--- config.mk ---
export PLATFORM = sky130hd
export DESIGN_NAME = kiu_keyboard_irq
export DESIGN_NICKNAME = d
export VERILOG_FILES = /design/src/rtl/kiu_pkg.sv /design/src/rtl/kiu_pin_sync.sv /design/src/rtl/kiu_keyboard_irq.sv
export SDC_FILE = /design/constraint.sdc
export NUM_CORES = 1
export LEC_CHECK = 0
export BUFFER_PORTS_ARGS = -buffer_cell sky130_fd_sc_hd__buf_2
export CORE_ASPECT_RATIO = 0.8
export CORE_MARGIN = 5
export CORE_UTILIZATION = 55
export DETAILED_ROUTE_END_ITERATION = 8
export PLACE_DENSITY_LB_ADDON = 0.3
export SETUP_SLACK_MARGIN = 0.5
export SLEW_MARGIN = 20
export SYNTH_ARGS = -nofsm -noshare
export SYNTH_HDL_FRONTEND = slang
export SYNTH_HIERARCHICAL = 1
export SYNTH_SLANG_ARGS = --single-unit
--- constraint.sdc ---
create_clock -name hclk -period 4 [get_ports hclk]
set_input_delay 0.4 -clock hclk [delete_from_list [all_inputs] [get_ports hclk]]
set_output_delay 0.4 -clock hclk [all_outputs]
set_load 0.005 [all_outputs]
--- src/rtl/kiu_pkg.sv ---
// package for the keyboard interrupt unit: register offsets, field positions,
// reset values and bus encodings shared by the unit and its pin synchroniser.
// assumes a 32-bit AHB-Lite register bus with word-aligned byte addresses.
package kiu_pkg;

  localparam int KIU_PINS = 8;

  // register byte offsets, one aligned word each
  localparam logic [7:0] KIU_OFS_STATUS_CONTROL = 8'h00;
  localparam logic [7:0] KIU_OFS_PIN_ENABLE = 8'h04;
  localparam logic [7:0] KIU_OFS_PIN_DIRECTION = 8'h08;
  localparam logic [7:0] KIU_OFS_PULLUP_ENABLE = 8'h0C;
  localparam logic [7:0] KIU_OFS_PORT_DATA = 8'h10;

  // keyboard_status_control fields
  localparam int KIU_BIT_TRIGGER_SELECT = 0;
  localparam int KIU_BIT_IRQ_MASK = 1;
  localparam int KIU_BIT_ACK = 2;
  localparam int KIU_BIT_PENDING = 3;

  // reset values
  localparam logic [7:0] KIU_RST_PIN_ENABLE = 8'h00;
  localparam logic [7:0] KIU_RST_PIN_DIRECTION = 8'h00;
  localparam logic [7:0] KIU_RST_PULLUP_ENABLE = 8'h00;
  localparam logic [7:0] KIU_RST_PORT_DATA = 8'h00;
  localparam logic KIU_RST_TRIGGER_SELECT = 1'b0;
  localparam logic KIU_RST_IRQ_MASK = 1'b0;
  // pins idle high under their pullups, so the synchroniser starts high
  localparam logic KIU_RST_PIN_LEVEL = 1'b1;

  // AHB-Lite encodings
  localparam logic [1:0] KIU_HTRANS_NONSEQ = 2'h2;
  localparam logic KIU_HRESP_OKAY = 1'b0;

endpackage : kiu_pkg

--- src/rtl/kiu_pin_sync.sv ---
// pin synchroniser for the keyboard interrupt unit: three stages and an output flip-flop per pin,
// the output follows once the second and third stages agree.
// assumes asynchronous pin levels and a single hclk domain.
`timescale 1ns/1ns
`default_nettype none

module kiu_pin_sync
  import kiu_pkg::*;
(
  input wire logic hclk,
  input wire logic hresetn,
  input wire logic [KIU_PINS-1:0] pin_async,
  output logic [KIU_PINS-1:0] pin_level
);

  genvar gi;

  ////////////////////////////////////////////////////////////////////////////
  // one three-stage chain per pin; stage one feeds only stage two
  generate
    for (gi = 0; gi < KIU_PINS; gi++)
    begin : g_pin
      logic stage1_reg;
      logic stage2_reg;
      logic stage3_reg;

      always_ff @(posedge hclk or negedge hresetn)
      begin
        if (!hresetn)
        begin
          stage1_reg <= KIU_RST_PIN_LEVEL;
          stage2_reg <= KIU_RST_PIN_LEVEL;
          stage3_reg <= KIU_RST_PIN_LEVEL;
          pin_level[gi] <= KIU_RST_PIN_LEVEL;
        end
        else
        begin
          stage1_reg <= pin_async[gi];
          stage2_reg <= stage1_reg;
          stage3_reg <= stage2_reg;
          // a single-cycle glitch between stages two and three is not passed on
          if (stage2_reg == stage3_reg)
          begin
            pin_level[gi] <= stage3_reg;
          end
        end
      end
    end
  endgenerate

endmodule : kiu_pin_sync

`default_nettype wire

--- src/rtl/kiu_keyboard_irq.sv ---
// keyboard interrupt unit: eight pin inputs into one shared request latch,
// mask, acknowledge, pin direction, pullup and port data, on AHB-Lite.
// assumes the cpu drives vector_fetch for one cycle when it fetches this
// unit's vector, and the system unit provides break state and clear enable.
//
// What this block does
// - latch a request when an enabled input goes low after all were high
// - edge mode: a fall is ignored while another enabled input is low
// - trigger select 1 makes inputs sensitive to falling edges and low levels
// - edge-and-level mode: request stays while any enabled input is low
// - edge-and-level: request drops after acknowledge and all high, either order
// - a vector fetch acknowledges and clears the latch
// - writing 1 to the acknowledge bit clears the request; it reads zero
// - a falling edge after a software acknowledge latches again
// - reset clears the request and trigger select even with a pin low
// - trigger select 0: edges only, acknowledge clears the latch at once
// - pending flag shows any enabled input asserted in the chosen mode
// - pending flag is readable whatever the mask bit says
// - mask 1 blocks the interrupt request; mask 0 lets it through
// - each of eight enable bits admits its pin; zero ignores it
// - an enabled pin is forced to input; pin reads only when direction is 0
// - an enabled pin gets its pullup regardless of the pullup bits
// - unit works in wait and stop; unmasked request wakes the cpu
// - in break, a software acknowledge clears status only when break clear enable is 1
`timescale 1ns/1ns
`default_nettype none

module kiu_keyboard_irq
  import kiu_pkg::*;
(
  input wire logic hclk,
  input wire logic hresetn,
  input wire logic hsel,
  input wire logic [31:0] haddr,
  input wire logic [1:0] htrans,
  input wire logic hwrite,
  input wire logic [2:0] hsize,
  input wire logic [31:0] hwdata,
  input wire logic hready,
  output logic hreadyout,
  output logic hresp,
  output logic [31:0] hrdata,
  input wire logic [KIU_PINS-1:0] kbd_input_pins,
  output logic [KIU_PINS-1:0] kbd_pin_out,
  output logic [KIU_PINS-1:0] kbd_pin_oe,
  output logic [KIU_PINS-1:0] kbd_pin_pullup,
  input wire logic vector_fetch,
  input wire logic break_state,
  input wire logic break_clear_enable,
  output logic kbd_irq,
  output logic kbd_wakeup
);

  ////////////////////////////////////////////////////////////////////////////
  // declarations
  logic [KIU_PINS-1:0] pin_level;
  logic [KIU_PINS-1:0] pin_prev_reg;
  logic [KIU_PINS-1:0] kbd_pin_enable_bits;
  logic [KIU_PINS-1:0] pin_direction_reg;
  logic [KIU_PINS-1:0] pullup_enable_bits;
  logic [KIU_PINS-1:0] port_data_reg;
  logic kbd_trigger_select;
  logic kbd_irq_mask;
  logic latch_reg;
  logic latch_next;
  logic any_low;
  logic all_high_prev;
  logic new_request;
  logic kbd_pending_flag;
  logic kbd_ack_strobe;
  logic clear_allowed;
  logic dp_valid_reg;
  logic dp_write_reg;
  logic [7:0] dp_addr_reg;
  logic addr_take;
  logic wr_now;
  logic [KIU_PINS-1:0] wdata8;
  logic [KIU_PINS-1:0] pin_readback;
  logic [31:0] read_value;

  ////////////////////////////////////////////////////////////////////////////
  // pin synchronisation
  kiu_pin_sync u_pin_sync (
    .hclk(hclk),
    .hresetn(hresetn),
    .pin_async(kbd_input_pins),
    .pin_level(pin_level)
  );

  // previous sample of the synchronised pins, for edge detection
  always_ff @(posedge hclk or negedge hresetn)
  begin
    if (!hresetn)
    begin
      pin_prev_reg <= {KIU_PINS{KIU_RST_PIN_LEVEL}};
    end
    else
    begin
      pin_prev_reg <= pin_level;
    end
  end

  ////////////////////////////////////////////////////////////////////////////
  // trigger detection over the enabled pins only
  assign any_low = |(kbd_pin_enable_bits & ~pin_level);
  // disabled pins count as high, so disabling a stuck key frees the others
  assign all_high_prev = &(pin_prev_reg | ~kbd_pin_enable_bits);
  // a new request needs a fall while every enabled pin was high before
  assign new_request = any_low & all_high_prev;

  ////////////////////////////////////////////////////////////////////////////
  // acknowledge: vector fetch, or software write guarded by break protection
  assign clear_allowed = !break_state || break_clear_enable;
  assign kbd_ack_strobe = vector_fetch
    || (wr_now && (dp_addr_reg == KIU_OFS_STATUS_CONTROL)
        && hwdata[KIU_BIT_ACK] && clear_allowed);

  // latch: a trigger in the same cycle as an acknowledge wins, none is lost
  always_comb
  begin
    latch_next = latch_reg;
    if (kbd_ack_strobe)
    begin
      latch_next = 1'b0;
    end
    if (new_request)
    begin
      latch_next = 1'b1;
    end
  end

  always_ff @(posedge hclk or negedge hresetn)
  begin
    if (!hresetn)
    begin
      latch_reg <= 1'b0;
    end
    else
    begin
      latch_reg <= latch_next;
    end
  end

  // level mode holds the request while any enabled pin is low, so it only
  // drops after both acknowledge and release, in either order
  assign kbd_pending_flag = latch_reg
    || (kbd_trigger_select && any_low);

  ////////////////////////////////////////////////////////////////////////////
  // interrupt and wakeup outputs; the unit keeps running in low-power modes
  always_ff @(posedge hclk or negedge hresetn)
  begin
    if (!hresetn)
    begin
      kbd_irq <= 1'b0;
      kbd_wakeup <= 1'b0;
    end
    else
    begin
      kbd_irq <= kbd_pending_flag && !kbd_irq_mask;
      kbd_wakeup <= kbd_pending_flag && !kbd_irq_mask;
    end
  end

  ////////////////////////////////////////////////////////////////////////////
  // pin drivers: an enabled pin is an input with its pullup on
  always_ff @(posedge hclk or negedge hresetn)
  begin
    if (!hresetn)
    begin
      kbd_pin_out <= KIU_RST_PORT_DATA;
      kbd_pin_oe <= KIU_RST_PIN_DIRECTION;
      kbd_pin_pullup <= KIU_RST_PULLUP_ENABLE;
    end
    else
    begin
      kbd_pin_out <= port_data_reg;
      kbd_pin_oe <= pin_direction_reg & ~kbd_pin_enable_bits;
      // pullups stay off on pins driven as outputs
      kbd_pin_pullup <= kbd_pin_enable_bits
        | (pullup_enable_bits & ~pin_direction_reg);
    end
  end

  ////////////////////////////////////////////////////////////////////////////
  // AHB-Lite address phase capture
  assign addr_take = hsel && hready && (htrans == KIU_HTRANS_NONSEQ);
  assign wr_now = dp_valid_reg && dp_write_reg;
  assign wdata8 = hwdata[KIU_PINS-1:0];

  always_ff @(posedge hclk or negedge hresetn)
  begin
    if (!hresetn)
    begin
      dp_valid_reg <= 1'b0;
      dp_write_reg <= 1'b0;
      dp_addr_reg <= 8'h00;
    end
    else if (hready)
    begin
      dp_valid_reg <= addr_take;
      dp_write_reg <= hwrite;
      dp_addr_reg <= haddr[7:0];
    end
  end

  // reads take one wait state so read data reflect a write just before them
  always_ff @(posedge hclk or negedge hresetn)
  begin
    if (!hresetn)
    begin
      hreadyout <= 1'b1;
      hresp <= KIU_HRESP_OKAY;
      hrdata <= 32'h00000000;
    end
    else
    begin
      hresp <= KIU_HRESP_OKAY;
      if (addr_take && !hwrite)
      begin
        hreadyout <= 1'b0;
      end
      else
      begin
        hreadyout <= 1'b1;
      end
      if (dp_valid_reg && !dp_write_reg && !hreadyout)
      begin
        hrdata <= read_value;
      end
    end
  end

  ////////////////////////////////////////////////////////////////////////////
  // control register writes; status bits are never written directly
  always_ff @(posedge hclk or negedge hresetn)
  begin
    if (!hresetn)
    begin
      kbd_trigger_select <= KIU_RST_TRIGGER_SELECT;
      kbd_irq_mask <= KIU_RST_IRQ_MASK;
    end
    else if (wr_now && (dp_addr_reg == KIU_OFS_STATUS_CONTROL))
    begin
      kbd_trigger_select <= hwdata[KIU_BIT_TRIGGER_SELECT];
      kbd_irq_mask <= hwdata[KIU_BIT_IRQ_MASK];
    end
  end

  always_ff @(posedge hclk or negedge hresetn)
  begin
    if (!hresetn)
    begin
      kbd_pin_enable_bits <= KIU_RST_PIN_ENABLE;
    end
    else if (wr_now && (dp_addr_reg == KIU_OFS_PIN_ENABLE))
    begin
      kbd_pin_enable_bits <= wdata8;
    end
  end

  always_ff @(posedge hclk or negedge hresetn)
  begin
    if (!hresetn)
    begin
      pin_direction_reg <= KIU_RST_PIN_DIRECTION;
    end
    else if (wr_now && (dp_addr_reg == KIU_OFS_PIN_DIRECTION))
    begin
      pin_direction_reg <= wdata8;
    end
  end

  always_ff @(posedge hclk or negedge hresetn)
  begin
    if (!hresetn)
    begin
      pullup_enable_bits <= KIU_RST_PULLUP_ENABLE;
    end
    else if (wr_now && (dp_addr_reg == KIU_OFS_PULLUP_ENABLE))
    begin
      pullup_enable_bits <= wdata8;
    end
  end

  always_ff @(posedge hclk or negedge hresetn)
  begin
    if (!hresetn)
    begin
      port_data_reg <= KIU_RST_PORT_DATA;
    end
    else if (wr_now && (dp_addr_reg == KIU_OFS_PORT_DATA))
    begin
      port_data_reg <= wdata8;
    end
  end

  ////////////////////////////////////////////////////////////////////////////
  // read mux; a pin reads its level only while its direction bit is 0
  assign pin_readback = (port_data_reg & pin_direction_reg)
    | (pin_level & ~pin_direction_reg);

  always_comb
  begin
    read_value = 32'h00000000;
    if (dp_addr_reg == KIU_OFS_STATUS_CONTROL)
    begin
      // acknowledge bit always reads zero
      read_value[KIU_BIT_PENDING] = kbd_pending_flag;
      read_value[KIU_BIT_IRQ_MASK] = kbd_irq_mask;
      read_value[KIU_BIT_TRIGGER_SELECT] = kbd_trigger_select;
    end
    else if (dp_addr_reg == KIU_OFS_PIN_ENABLE)
    begin
      read_value[KIU_PINS-1:0] = kbd_pin_enable_bits;
    end
    else if (dp_addr_reg == KIU_OFS_PIN_DIRECTION)
    begin
      read_value[KIU_PINS-1:0] = pin_direction_reg;
    end
    else if (dp_addr_reg == KIU_OFS_PULLUP_ENABLE)
    begin
      read_value[KIU_PINS-1:0] = pullup_enable_bits;
    end
    else if (dp_addr_reg == KIU_OFS_PORT_DATA)
    begin
      read_value[KIU_PINS-1:0] = pin_readback;
    end
  end

endmodule : kiu_keyboard_irq

`default_nettype wire

### Word-level counts from Yosys, hierarchy flattened

Cells that the tools add are included.

* equal/unequal tests: 13
* mux-type cells: 11
* bitwise gates (word level): 12
* reductions and logical operators: 27

Operators by type and width (number)
* $and 8x8->8: 5
* $mux 8: 4
* $not 8->8: 3
* $or 8x8->8: 3
* $eq 8x4->1 const B: 2
* $logic_and 1x1->1: 15
* $eq 1x1->1: 8
* $eq 8x3->1 const B: 1
* $eq 8x5->1 const B: 1
* $logic_not 8->1: 1
* $reduce_and 8->1: 1
* $reduce_or 8->1: 1
* $logic_not 1->1: 5
* $mux 1: 5
* $mux 4: 1
* $logic_or 1x1->1: 3
* $eq 2x2->1 const B: 1
* $mux 2: 1
* $reduce_bool 2->1: 1
* $and 1x1->1: 1

* register bits: 119
* input bits: 85
* output and inout bits: 60
* logic and storage cells: 112

### Depth between registers and ports, before layout

Gate-level depths: netlist of the first run.

* depth after elaboration: 8
* depth in mapped cells: 6
* depth with buffers taken out: 5

### Hierarchy

Netlist of the first run, hierarchy kept.

By module, submodules not included
* kiu_keyboard_irq: instances 1, cells each 295, area each 3734.8 um^2, sequential area each 2188.3 um^2
* kiu_pin_sync: instances 1, cells each 40, area each 930.9 um^2, sequential area each 840.8 um^2

### Worst setup path before layout of the first run

OpenSTA, ideal clock, no wires.

* kind: reg2reg
* start point: register dp_addr_reg[6]
* end point: register port_data_reg[0]
* setup time: 0.125 ns
* data arrival time: 1.631 ns
* required time: 3.875 ns
* slack: 2.244 ns
* cell stages (with the launch flop): 5
* buffers on the path: 0
* period minus slack after synthesis: 1.756 ns
* path through: dfrtp_1 > nor4_1 > nand2b_1 > nor3_2 > mux2_2

* longest elaborated chain between the ends: 2

Ends and longest elaborated chain
* start, declared: line kiu_keyboard_irq.sv:74 `logic [7:0] dp_addr_reg;`
* start signal, assigned: line kiu_keyboard_irq.sv:203 `dp_addr_reg <= haddr[7:0];`
* $eq 8x5->1: line kiu_keyboard_irq.sv:292 `else if (wr_now && (dp_addr_reg == KIU_OFS_PORT_DATA))`
* $logic_and 1x1->1: line kiu_keyboard_irq.sv:292
* end signal, assigned: line kiu_keyboard_irq.sv:294 `port_data_reg <= wdata8;`
* end, declared: line kiu_keyboard_irq.sv:61 `logic [KIU_PINS-1:0] port_data_reg;`

No other way between the ends.
A chain may end at the register's enable or synchronous reset.

### Worst setup path after layout of the first run

* start point: register dp_addr_reg[4]
* end point: register port_data_reg[0]

Same word-level chain as after synthesis.

==> results by group, run 1 <==
STA
  • Worst-Margin Slew: 0.9327 ns
  • Final hold vios: 0
  • Final setup viols: 0
  • Final worst path period share: 58.46%
  • Final max-slew violation count: 0
  • Final Critical Period: 2.339 ns
  • Clock skew: 0.006009 ns
  • Setup Total Neg Slack: 0 ns
  • RSZ-0062 raised after global routing: no
  • Fmax: 427.6 MHz
  • Slew HR: 37.48%

Setup path
  • Worst path arrival time: 2.73 ns
  • Slowest CP cell: dfrtp_1
  • R2R Setup Slk: 1.66 ns
  • Worst R2R Path Depth: 3
  • CP Capture Type: register
  • Crit path max-delay family: simple AND/OR/NAND/NOR gates
  • CP peak stage delay: 0.80 ns
  • Startpoint types: register
  • Worst endpoint required time: 4.39 ns
  • Reg-to-Reg End: port_data_reg[0]$_DFFE_PN0P_
  • R2r startpoint: dp_addr_reg[4]$_DFFE_PN0P_
  • Critical-path cell list: nand2_1 > nor3_2 > mux2_2
  • CP Max Fanout: 21
  • CP Class: reg -> reg
  • Buf/Inv on CP: 0

Finish
  • Ant. Diodes: 0
  • Filler Cells Inserted: 578
  • Synth-to-layout area growth: 21.80%
  • Layout cells sized above 1: 46.68%
  • Nets: 509
  • Commonest non-fill, non-tap cell in the layout: dfrtp_1
  • Most frequent cells in the layout: dfrtp_1 (78), buf_2 (67), mux2_2 (49), dfstp_2 (41), conb_1 (25)
  • Final instance area: 5683 sq um
  • Post-Layout Cell Count: 549
  • Post-layout util: 67.89%

Floorplan
  • Core box area: 8371 sq um
  • DIE AREA: 10440 sq um
  • Num ports: 145
  • Initial Util: 55.74%
  • Die height: 92.38 um
  • Rows: 30
  • DIE WIDTH: 113.0 um

Clocking
  • CTS Sinks: 119
  • Root Driver: clkbuf_8
  • Clock-pin slew on the worst setup and hold paths: 0.05 ns
  • TritonCTS clock tree: yes
  • Clk_lat worst skew: 0.51 ns
  • Htree depth: 4
  • Max Buffers Root-to-Sink: 2
  • Inserted Clock Buffers: 17
  • Post-cts gate resize count: 0

Synth
  • Yosys warning count: 6
  • Top FF cell, synth: dfrtp_1
  • Post-synthesis sequential area ratio: 64.92%
  • Number of enable flip-flop cells after synthesis: 0
  • Async S/R FF share, synth: 100.0%
  • Synth unique cells: 44
  • Syn avg cell area: 13.93 sq um
  • Seq cells post-synth: 119
  • Mapped cell area: 4666 sq um
  • Mapped Cells: 335

Hold path
  • Hold worst-path end: hreadyout$_DFF_PN1_
  • Worst hold start: hwrite
  • Hold path depth: 2
  • Hold Path Class: in -> reg

Global routing
  • All-Layer GR Usage: 19.61%
  • Global-route wire length before repair: 15480 um
  • Gr ovfl total: 0
  • Vias in the first global route: 2997
  • Pin count of the biggest net entering global routing: 120
  • Antenna violations before repair: 0

Power and ir drop
  • Cell Pwr Density: 512.2 nW/um^2
  • Max VDD drop: 0.3197 mV
  • Total leakage power: 0.002681 uW

Route
  • Routed vias/inst: 5.237
  • Drt wl/cell: 16.98 um
  • Post-route ant nets: 0
  • # DRC: 0
  • 1st-iter DRT viols: 224
  • Total Wirelength: 9323 um
  • DRT Pass-1 Iters: 5
  • Via Count: 2875

Flow run
  • Max cap viols: 0

Outcome
  • Status: completed

Place
  • DP Area: 5044 sq um
  • RePlAce Congestion: 0.7942
  • Input/output buffers: 68
  • Placed cells: 508
  • HPWL Detailed: 6151 um
what timing repair did:
item | CTS | global route
buffers inserted | 0 | 0
endpoints found under the hold margin | 30 | 0
hold buffers | 9 | 0
cells in the mapped netlist, drive strengths merged (2+ instances only):
cell,number,area [sq um]
a21o,7,52.55
a21oi,6,30.03
a22oi,4,30.03
a32o,5,50.05
buf,31,219.0
clkbuf,3,11.26
dfrtp,78,1952
dfstp,41,1077
inv,19,71.32
maj3,8,90.09
mux2,49,551.8
mux2i,3,30.03
mux4,2,45.04
nand2,19,76.32
nand3,3,20.02
nor2,12,45.04
nor2b,5,31.28
nor3,4,36.29
nor4,2,12.51
o21ai,3,15.01
o22ai,14,87.58
metal layers:
layer	global-route usage (%)	share of wire, %
met5	0	0
met4	9.710	2.6
met3	6.728	7.3
met2	28.75	47
met1	26.12	43
logic make-up after synthesis:
kind of cell    Yosys count  synth area share (%)
compound gates           47                 7.134
fa+ha+maj                 8                 1.931
buf+inv                  53                 6.463
flops                   119                 64.92
mux                      54                 13.44
other cells               1               0.08037
simple gates             53                 6.034
worst max-delay path by stage:
stage / slack, ns / cells after the start / end / startpoint
final: 1.66 / 3 / port_data_reg[0]$_DFFE_PN0P_ / dp_addr_reg[4]$_DFFE_PN0P_
after CTS: 1.61 / 4 / port_data_reg[6]$_DFFE_PN0P_ / dp_addr_reg[6]$_DFFE_PN0P_
after global routing: 1.49 / 4 / port_data_reg[6]$_DFFE_PN0P_ / dp_addr_reg[6]$_DFFE_PN0P_
after global placement: 1.70 / 3 / port_data_reg[7]$_DFFE_PN0P_ / dp_addr_reg[4]$_DFFE_PN0P_
after floorplan: 2.24 / 4 / port_data_reg[0]$_DFFE_PN0P_ / dp_addr_reg[6]$_DFFE_PN0P_
after detailed placement: 1.62 / 4 / port_data_reg[6]$_DFFE_PN0P_ / dp_addr_reg[6]$_DFFE_PN0P_
area by class of cell:
| cell class | instances | area [sq um] | share of cell area [%] |
|---|---|---|---|
| clock buffers | 26 | 510.5 | 8.983 |
| clock inverters | 6 | 38.79 | 0.6825 |
| repair buffers | 80 | 467.9 | 8.234 |
| flip-flops and latches | 119 | 3029 | 53.30 |
| well taps | 112 | 140.1 | 2.466 |
| inverters | 19 | 71.32 | 1.255 |
| multi-input cells | 187 | 1425 | 25.08 |
per-stage QoR:
| stage | total power, uW | hold slack, ns | worst slack, ns |
|---|---|---|---|
| 3_3_place_gp | 1545 | 0.3454 | 1.700 |
| 3_5_place_dp | 1555 | 0.3468 | 1.622 |
| 5_1_grt | 3030 | 0.07946 | 1.490 |
| 2_1_floorplan | 1479 | 0.1044 | 2.244 |
| 4_1_cts | 2940 | 0.07518 | 1.615 |
| 6_report | 2911 | 0.1008 | 1.661 |
worst reg2reg max path: cells and delay by family, from the launching register on:
kind / cells / cell delay [ns]
AND/OR/NAND/NOR: 2 / 1.01
flip-flops: 1 / 0.80
multiplexers: 1 / 0.41
report_power, final:
part	total [uW]	leakage [uW]	switching, uW	internal, uW
logic	197	0.00101	102	94.7
clock network	1370	0.000265	502	865
registers	1350	0.00140	52.8	1290
total	2910	0.00268	657	2250
Note: power is estimated with default switching activity, not from simulation.
==> inputs of run 2 (changes only) <==
--- a/config.mk
+++ b/config.mk
@@ -8,7 +8,7 @@
 export BUFFER_PORTS_ARGS = -buffer_cell sky130_fd_sc_hd__buf_2
 export CORE_ASPECT_RATIO = 0.8
 export CORE_MARGIN = 5
-export CORE_UTILIZATION = 55
+export CORE_UTILIZATION = 51
 export DETAILED_ROUTE_END_ITERATION = 8
 export PLACE_DENSITY_LB_ADDON = 0.3
 export SETUP_SLACK_MARGIN = 0.5
==> constraint.sdc (replaced) <==
create_clock -name hclk -period 2.35 [get_ports hclk]
set_input_delay 0.235 -clock hclk [delete_from_list [all_inputs] [get_ports hclk]]
set_output_delay 0.235 -clock hclk [all_outputs]
set_load 0.005 [all_outputs]
==> run 2 against run 1 <==
  * Fmax grew 26%
  * Final cell count grew 2.2%
  * Critical endpoint is now pullup_enable_bits[0]$_DFFE_PN0P_
  * Sequential power grew 70%
  * Total power grew 79%
  * Largest cell class unchanged
  * Non-clock buffer count grew 9
  * Highest routed layer unchanged
==> results by group, run 2 (synthesized netlist as in run 1, its figures left out) <==
Setup path
  • CP peak stage delay: 0.39 ns (-0.41 ns)
  • Slowest CP cell: dfrtp_1
  • Worst path arrival time: 2.14 ns (-0.59 ns)
  • Buf/Inv on CP: 1 (+1)
  • Startpoint types: register
  • CP Class: reg -> reg
  • CP Capture Type: register
  • Worst endpoint required time: 2.64 ns (-1.75 ns)
  • CP Max Fanout: 8 (-62%)
  • Critical-path cell list: nor4_2 > nand2b_1 > nor3_4 > buf_12 > nand3_4 > mux2_2
  • Crit path max-delay family: simple AND/OR/NAND/NOR gates

Route
  • Routed vias/inst: 5.144 (-1.8%)
  • Drt wl/cell: 16.85 um (-0.75%)
  • Post-route ant nets: 0 (unchanged)
  • 1st-iter DRT viols: 242 (+8.0%)
  • # DRC: 0 (unchanged)
  • DRT Pass-1 Iters: 4 (-1)
  • Via Count: 2886 (+0.38%)
  • Total Wirelength: 9455 um (+1.4%)

STA
  • Min Hold Slack: 0.04106 ns (-0.05969 ns)
  • Final setup viols: 0 (unchanged)
  • Final hold vios: 0 (unchanged)
  • Slew HR: 61.05% (+24 points)
  • Final max-slew violation count: 0 (unchanged)
  • Worst-Margin Slew: 0.5843 ns (-0.3485 ns)
  • Clock skew: 0.006112 ns (+0.0001022 ns)
  • Fmax: 538.7 MHz (+26%)
  • RSZ-0062 raised after global routing: yes
  • Setup Total Neg Slack: 0 ns (unchanged)
  • Final Critical Period: 1.856 ns (-0.4823 ns)
  • Final worst path period share: 78.99% (+21 points)
  • Setup slack after layout: 0.4937 ns (-1.168 ns)

Hold path
  • Hold Path Class: in -> reg

Finish
  • Register Area: 3029 sq um (unchanged)
  • Commonest non-fill, non-tap cell in the layout: dfrtp_1
  • Ant. Diodes: 0 (unchanged)
  • Filler Cells Inserted: 680 (+18%)
  • Most frequent cells in the layout: dfrtp_1 (78), buf_2 (67), mux2_2 (42), dfstp_2 (41), conb_1 (25)
  • Multi-input gate area: 1490 sq um (+4.6%)
  • Synth-to-layout area growth: 26.20%
  • Nets: 518 (+1.8%)
  • Layout cells sized above 1: 49.55% (+2.9 points)

Floorplan
  • DIE WIDTH: 116.9 um (+3.5%)
  • Die height: 95.55 um (+3.4%)
  • Initial Util: 51.85% (-3.9 points)
  • Num ports: 145 (unchanged)
  • Rows: 31 (+3.3%)
  • Core box area: 8999 sq um (+7.5%)
  • DIE AREA: 11170 sq um (+7.1%)

Global routing
  • Antenna violations before repair: 0 (unchanged)
  • All-Layer GR Usage: 18.31% (-1.3 points)
  • Global-route wire length before repair: 15150 um (-2.2%)
  • Pin count of the biggest net entering global routing: 52 (-57%)
  • Gr ovfl total: 0 (unchanged)
  • Vias in the first global route: 2886 (-3.7%)

Clocking
  • Root Driver: clkbuf_16
  • CTS Sinks: 119 (unchanged)
  • Clk_lat worst skew: 0.40 ns (-0.11 ns)
  • Inserted Clock Buffers: 17 (unchanged)
  • TritonCTS clock tree: yes
  • Max Buffers Root-to-Sink: 2 (unchanged)
  • Clock-pin slew on the worst setup and hold paths: 0.05 ns (about the same)
  • Htree depth: 4 (unchanged)

Power and ir drop
  • Max VDD drop: 0.5567 mV (+74%)
  • Final Power: 5200 uW (+79%)
  • Total leakage power: 0.002806 uW (+4.7%)
  • Cell Pwr Density: 883.1 nW/um^2 (+72%)

Place
  • HPWL Detailed: 6429 um (+4.5%)
  • Input/output buffers: 68 (unchanged)
  • RePlAce Congestion: 0.7983 (+0.52%)
  • Pre-CTS WS: 0.3214 ns (-1.300 ns)

Outcome
  • Status: completed

Flow run
  • Max cap viols: 0 (unchanged)
-- run 2: repair_timing --
| action | CTS | global route |
|---|---|---|
| buffers inserted | 2 | 1 |
| hold endpoints to repair | 31 | 0 |
| resized for setup | 2 | 13 |
| pin swaps | 1 | 1 |
| hold buffers | 9 | 0 |
| setup endpoints to repair | 25 | 40 |
-- run 2: layout make-up --
| class | instances | area share, % |
|---|---|---|
| clock buffer | 23 | 8.819 |
| tap | 115 | 2.444 |
| timing repair buffer | 89 | 9.371 |
| sequential | 119 | 51.45 |
| clock inverter | 9 | 1.402 |
| inverter | 19 | 1.211 |
| multi-input combinational | 187 | 25.31 |
-- run 2: final timing paths --
kind | startpoint | endpoint | slack, ns | cells past startpoint
max | dp_addr_reg[6]$_DFFE_PN0P_ | pullup_enable_bits[0]$_DFFE_PN0P_ | 0.49 | 6
min | hwrite | hreadyout$_DFF_PN1_ | 0.04 | 2
max reg2reg | dp_addr_reg[6]$_DFFE_PN0P_ | pullup_enable_bits[0]$_DFFE_PN0P_ | 0.49 | 6
min reg2reg | u_pin_sync/g_pin[2].stage1_reg$_DFF_PN1_ | u_pin_sync/g_pin[2].stage2_reg$_DFF_PN1_ | 0.35 | 0
max in group asynchronous | hresetn | pin_prev_reg[4]$_DFF_PN1_ | 1.16 | 3
min in group asynchronous | hresetn | dp_valid_reg$_DFFE_PN0P_ | 0.38 | 2
-- run 2: power breakdown --
group          switching [uW]  internal [uW]  total, uW  leakage, uW
sequential               84.4           2200       2290      0.00140
clock                     897           1660       2560     0.000306
combinational             185            170        356      0.00110
-- run 2: stage by stage --
| stage | area [sq um] | std cells | utilization (%) |
|---|---|---|---|
| 2_1_floorplan | 4756 | 359 | - |
| 3_3_place_gp | 5092 | 517 | 56.59 |
| 3_5_place_dp | 5092 | 517 | 56.59 |
| 4_1_cts | 5824 | 560 | 64.72 |
| 5_1_grt | 5888 | 561 | 65.43 |
| 6_report | 5888 | 561 | 65.43 |
-- run 2: per-layer routing --
metal | wire, um | part of all wire [%] | global-route usage, %
met1 | 4185 | 44 | 25.45
met2 | 4508 | 48 | 27.70
met3 | 661 | 7.0 | 5.140
met4 | 99 | 1.0 | 6.590
met5 | 0 | 0 | 0
==> inputs of run 3 (changes only) <==
--- a/config.mk
+++ b/config.mk
@@ -8,7 +8,7 @@
 export BUFFER_PORTS_ARGS = -buffer_cell sky130_fd_sc_hd__buf_2
 export CORE_ASPECT_RATIO = 0.8
 export CORE_MARGIN = 5
-export CORE_UTILIZATION = 51
+export CORE_UTILIZATION = 46
 export DETAILED_ROUTE_END_ITERATION = 8
 export PLACE_DENSITY_LB_ADDON = 0.3
 export SETUP_SLACK_MARGIN = 0.5
==> constraint.sdc (replaced) <==
create_clock -name hclk -period 1.5 [get_ports hclk]
set_input_delay 0.15 -clock hclk [delete_from_list [all_inputs] [get_ports hclk]]
set_output_delay 0.15 -clock hclk [all_outputs]
set_load 0.005 [all_outputs]
==> run 3 against run 2 <==
  * The flow now finishes with violations (negative setup slack)
  * Die area is 9.8% higher
  * Via count grew 7.3%
  * Final cell count grew 14%
  * Total power is 69% higher
  * Sequential share of layout area is 4.9 points lower
  * Critical path depth is the same
  * Clock power rose by 73%
  * Wire length rose by 11%
  * Sequential power increased by 55%
  * Flip-flop and latch count is the same
  * First-iteration DRC count decreased by 46%
  * Critical endpoint is now port_data_reg[7]$_DFFE_PN0P_
==> results by group, run 3 (synthesized netlist as in run 1, its figures left out) <==
STA
  • Setup Total Neg Slack: -6.786 ns (-6.786 ns)
  • Final Critical Period: 1.717 ns (-0.1391 ns)
  • Final worst path period share: 114.5% (+35 points)
  • RSZ-0062 raised after global routing: yes
  • Clock skew: 0.006991 ns (+0.0008794 ns)
  • Final setup viols: 43 (+43)
  • Final hold vios: 0 (unchanged)
  • Min Hold Slack: 0.02735 ns (-0.01371 ns)
  • Final max-slew violation count: 0 (unchanged)
  • Fmax: 582.3 MHz (+8.1%)
  • Setup slack after layout: -0.2172 ns (-0.7109 ns)

Global routing
  • Pin count of the biggest net entering global routing: 31 (-40%)
  • All-Layer GR Usage: 18.34% (+0.032 points)
  • Global-route wire length before repair: 16970 um (+12%)
  • Antenna violations before repair: 0 (unchanged)
  • Gr ovfl total: 0 (unchanged)
  • Vias in the first global route: 3272 (+13%)

Floorplan
  • Initial Util: 47.76% (-4.1 points)
  • Rows: 32 (+3.2%)
  • DIE WIDTH: 122.6 um (+4.8%)
  • Core box area: 9769 sq um (+8.6%)
  • Num ports: 145 (unchanged)
  • DIE AREA: 12270 sq um (+9.8%)
  • Die height: 100.1 um (+4.7%)

Clocking
  • Root Driver: clkbuf_16
  • Max Buffers Root-to-Sink: 2 (unchanged)
  • Htree depth: 4 (unchanged)
  • Clk_lat worst skew: 0.41 ns (about the same)
  • Clock-pin slew on the worst setup and hold paths: 0.05 ns (about the same)
  • TritonCTS clock tree: yes
  • CTS Sinks: 119 (unchanged)
  • Inserted Clock Buffers: 17 (unchanged)

Route
  • DRT Pass-1 Iters: 4 (unchanged)
  • Drt wl/cell: 16.38 um (-2.8%)
  • Total Wirelength: 10480 um (+11%)
  • Routed vias/inst: 4.841 (-5.9%)
  • Via Count: 3098 (+7.3%)
  • Post-route ant nets: 0 (unchanged)
  • 1st-iter DRT viols: 131 (-46%)
  • # DRC: 0 (unchanged)

Power and ir drop
  • Max VDD drop: 0.9171 mV (+65%)
  • Cell Pwr Density: 1344 nW/um^2 (+52%)
  • Total leakage power: 0.003157 uW (+12%)

Place
  • Input/output buffers: 68 (unchanged)
  • RePlAce Congestion: 0.8520 (+6.7%)
  • HPWL Detailed: 7270 um (+13%)
  • DP Area: 5487 sq um (+7.7%)
  • Pre-CTS WS: -0.3103 ns (-0.6317 ns)

Hold path
  • Hold Path Class: in -> reg

Outcome
  • Status: finished with violations
  • Failing checks: negative setup slack

Finish
  • Post-layout util: 66.74% (+1.3 points)
  • Layout cells sized above 1: 54.76% (+5.2 points)
  • Filler Cells Inserted: 739 (+8.7%)
  • Commonest non-fill, non-tap cell in the layout: dfrtp_1
  • Nets: 576 (+11%)
  • Final instance area: 6520 sq um (+11%)
  • Multi-input gate area: 1538 sq um (+3.2%)
  • Ant. Diodes: 0 (unchanged)
  • Register Area: 3033 sq um (+0.12%)
  • Most frequent cells in the layout: dfrtp_1 (75), buf_2 (67), buf_4 (50), mux2_2 (42), dfstp_2 (41)
  • Synth-to-layout area growth: 39.74%

Setup path
  • Crit path max-delay family: simple AND/OR/NAND/NOR gates
  • Slowest CP cell: dfrtp_1
  • Buf/Inv on CP: 2 (+1)
  • Startpoint types: register
  • CP peak stage delay: 0.38 ns (about the same)
  • Worst path arrival time: 2.00 ns (-0.14 ns)
  • CP Class: reg -> reg
  • Worst endpoint required time: 1.79 ns (-0.85 ns)
  • Critical-path cell list: nor4_2 > nand2b_1 > buf_6 > nor3_4 > buf_4 > mux2_2
  • CP Max Fanout: 4 (-4)
  • CP Capture Type: register

Flow run
  • Max cap viols: 0 (unchanged)
==> run 3: changes by cell type in the layout (fill, tap and decap cells not counted), moves of 3 or more <==
cell	delta
dfrtp_1	-3
dlygate4sd3_1	+10
buf_6	+6
dfrtp_2	+3
buf_4	+40
clkbuf_1	+3
bufinv_16	+4
inv_4	-4
==> run 3: layer usage <==
metal | track usage (%) | wire length [um]
met1 | 25.25 | 4891
met2 | 27.45 | 4818
met3 | 6.704 | 655
met4 | 5.422 | 119
met5 | 0 | 0
==> run 3: through the flow <==
| step | cells | total power, uW |
|---|---|---|
| final | 640 | 8765 |
| after global routing | 640 | 9095 |
| after CTS | 636 | 8812 |
| after detailed placement | 577 | 4296 |
| after global placement | 577 | 4278 |
| after floorplan | 359 | 3971 |
==> run 3: worst paths after layout <==
path                            slack (ns)  depth (start not counted)                                  endpoint                                     start
worst max register to register       -0.22                          6              port_data_reg[7]$_DFFE_PN0P_                dp_addr_reg[0]$_DFFE_PN0P_
worst min-delay path                  0.03                          2              port_data_reg[5]$_DFFE_PN0P_                                 hwdata[5]
worst min register to register        0.35                          0  u_pin_sync/g_pin[7].stage2_reg$_DFF_PN1_  u_pin_sync/g_pin[7].stage1_reg$_DFF_PN1_
worst max-delay path                 -0.22                          6              port_data_reg[7]$_DFFE_PN0P_                dp_addr_reg[0]$_DFFE_PN0P_
min in group asynchronous             0.26                          2                dp_addr_reg[5]$_DFFE_PN0P_                                   hresetn
max in group asynchronous             0.66                          3  u_pin_sync/g_pin[2].stage3_reg$_DFF_PN1_                                   hresetn
==> run 3: report_power, final <==
part | switching (uW) | internal [uW]
Clock | 1360 | 3070
Combinational | 373 | 404
Sequential | 108 | 3450
Total | 1840 | 6920
==> run 3: final cells by class <==
type	instances	share of cell area (%)
clock buffers	23	7.331
inverters	19	1.094
flip-flops and latches	119	46.52
well taps	136	2.610
clock inverters	9	2.610
multi-input cells	187	23.58
repair buffers	147	16.25
==> run 3: timing repair <==
item | in CTS | in global routing
gates resized for setup | 13 | 12
endpoints found under the hold margin | 43 | 0
endpoints found under the setup margin | 80 | 82
pin swaps | 4 | 4
buffers inserted | 8 | 4
hold buffers | 19 | 0
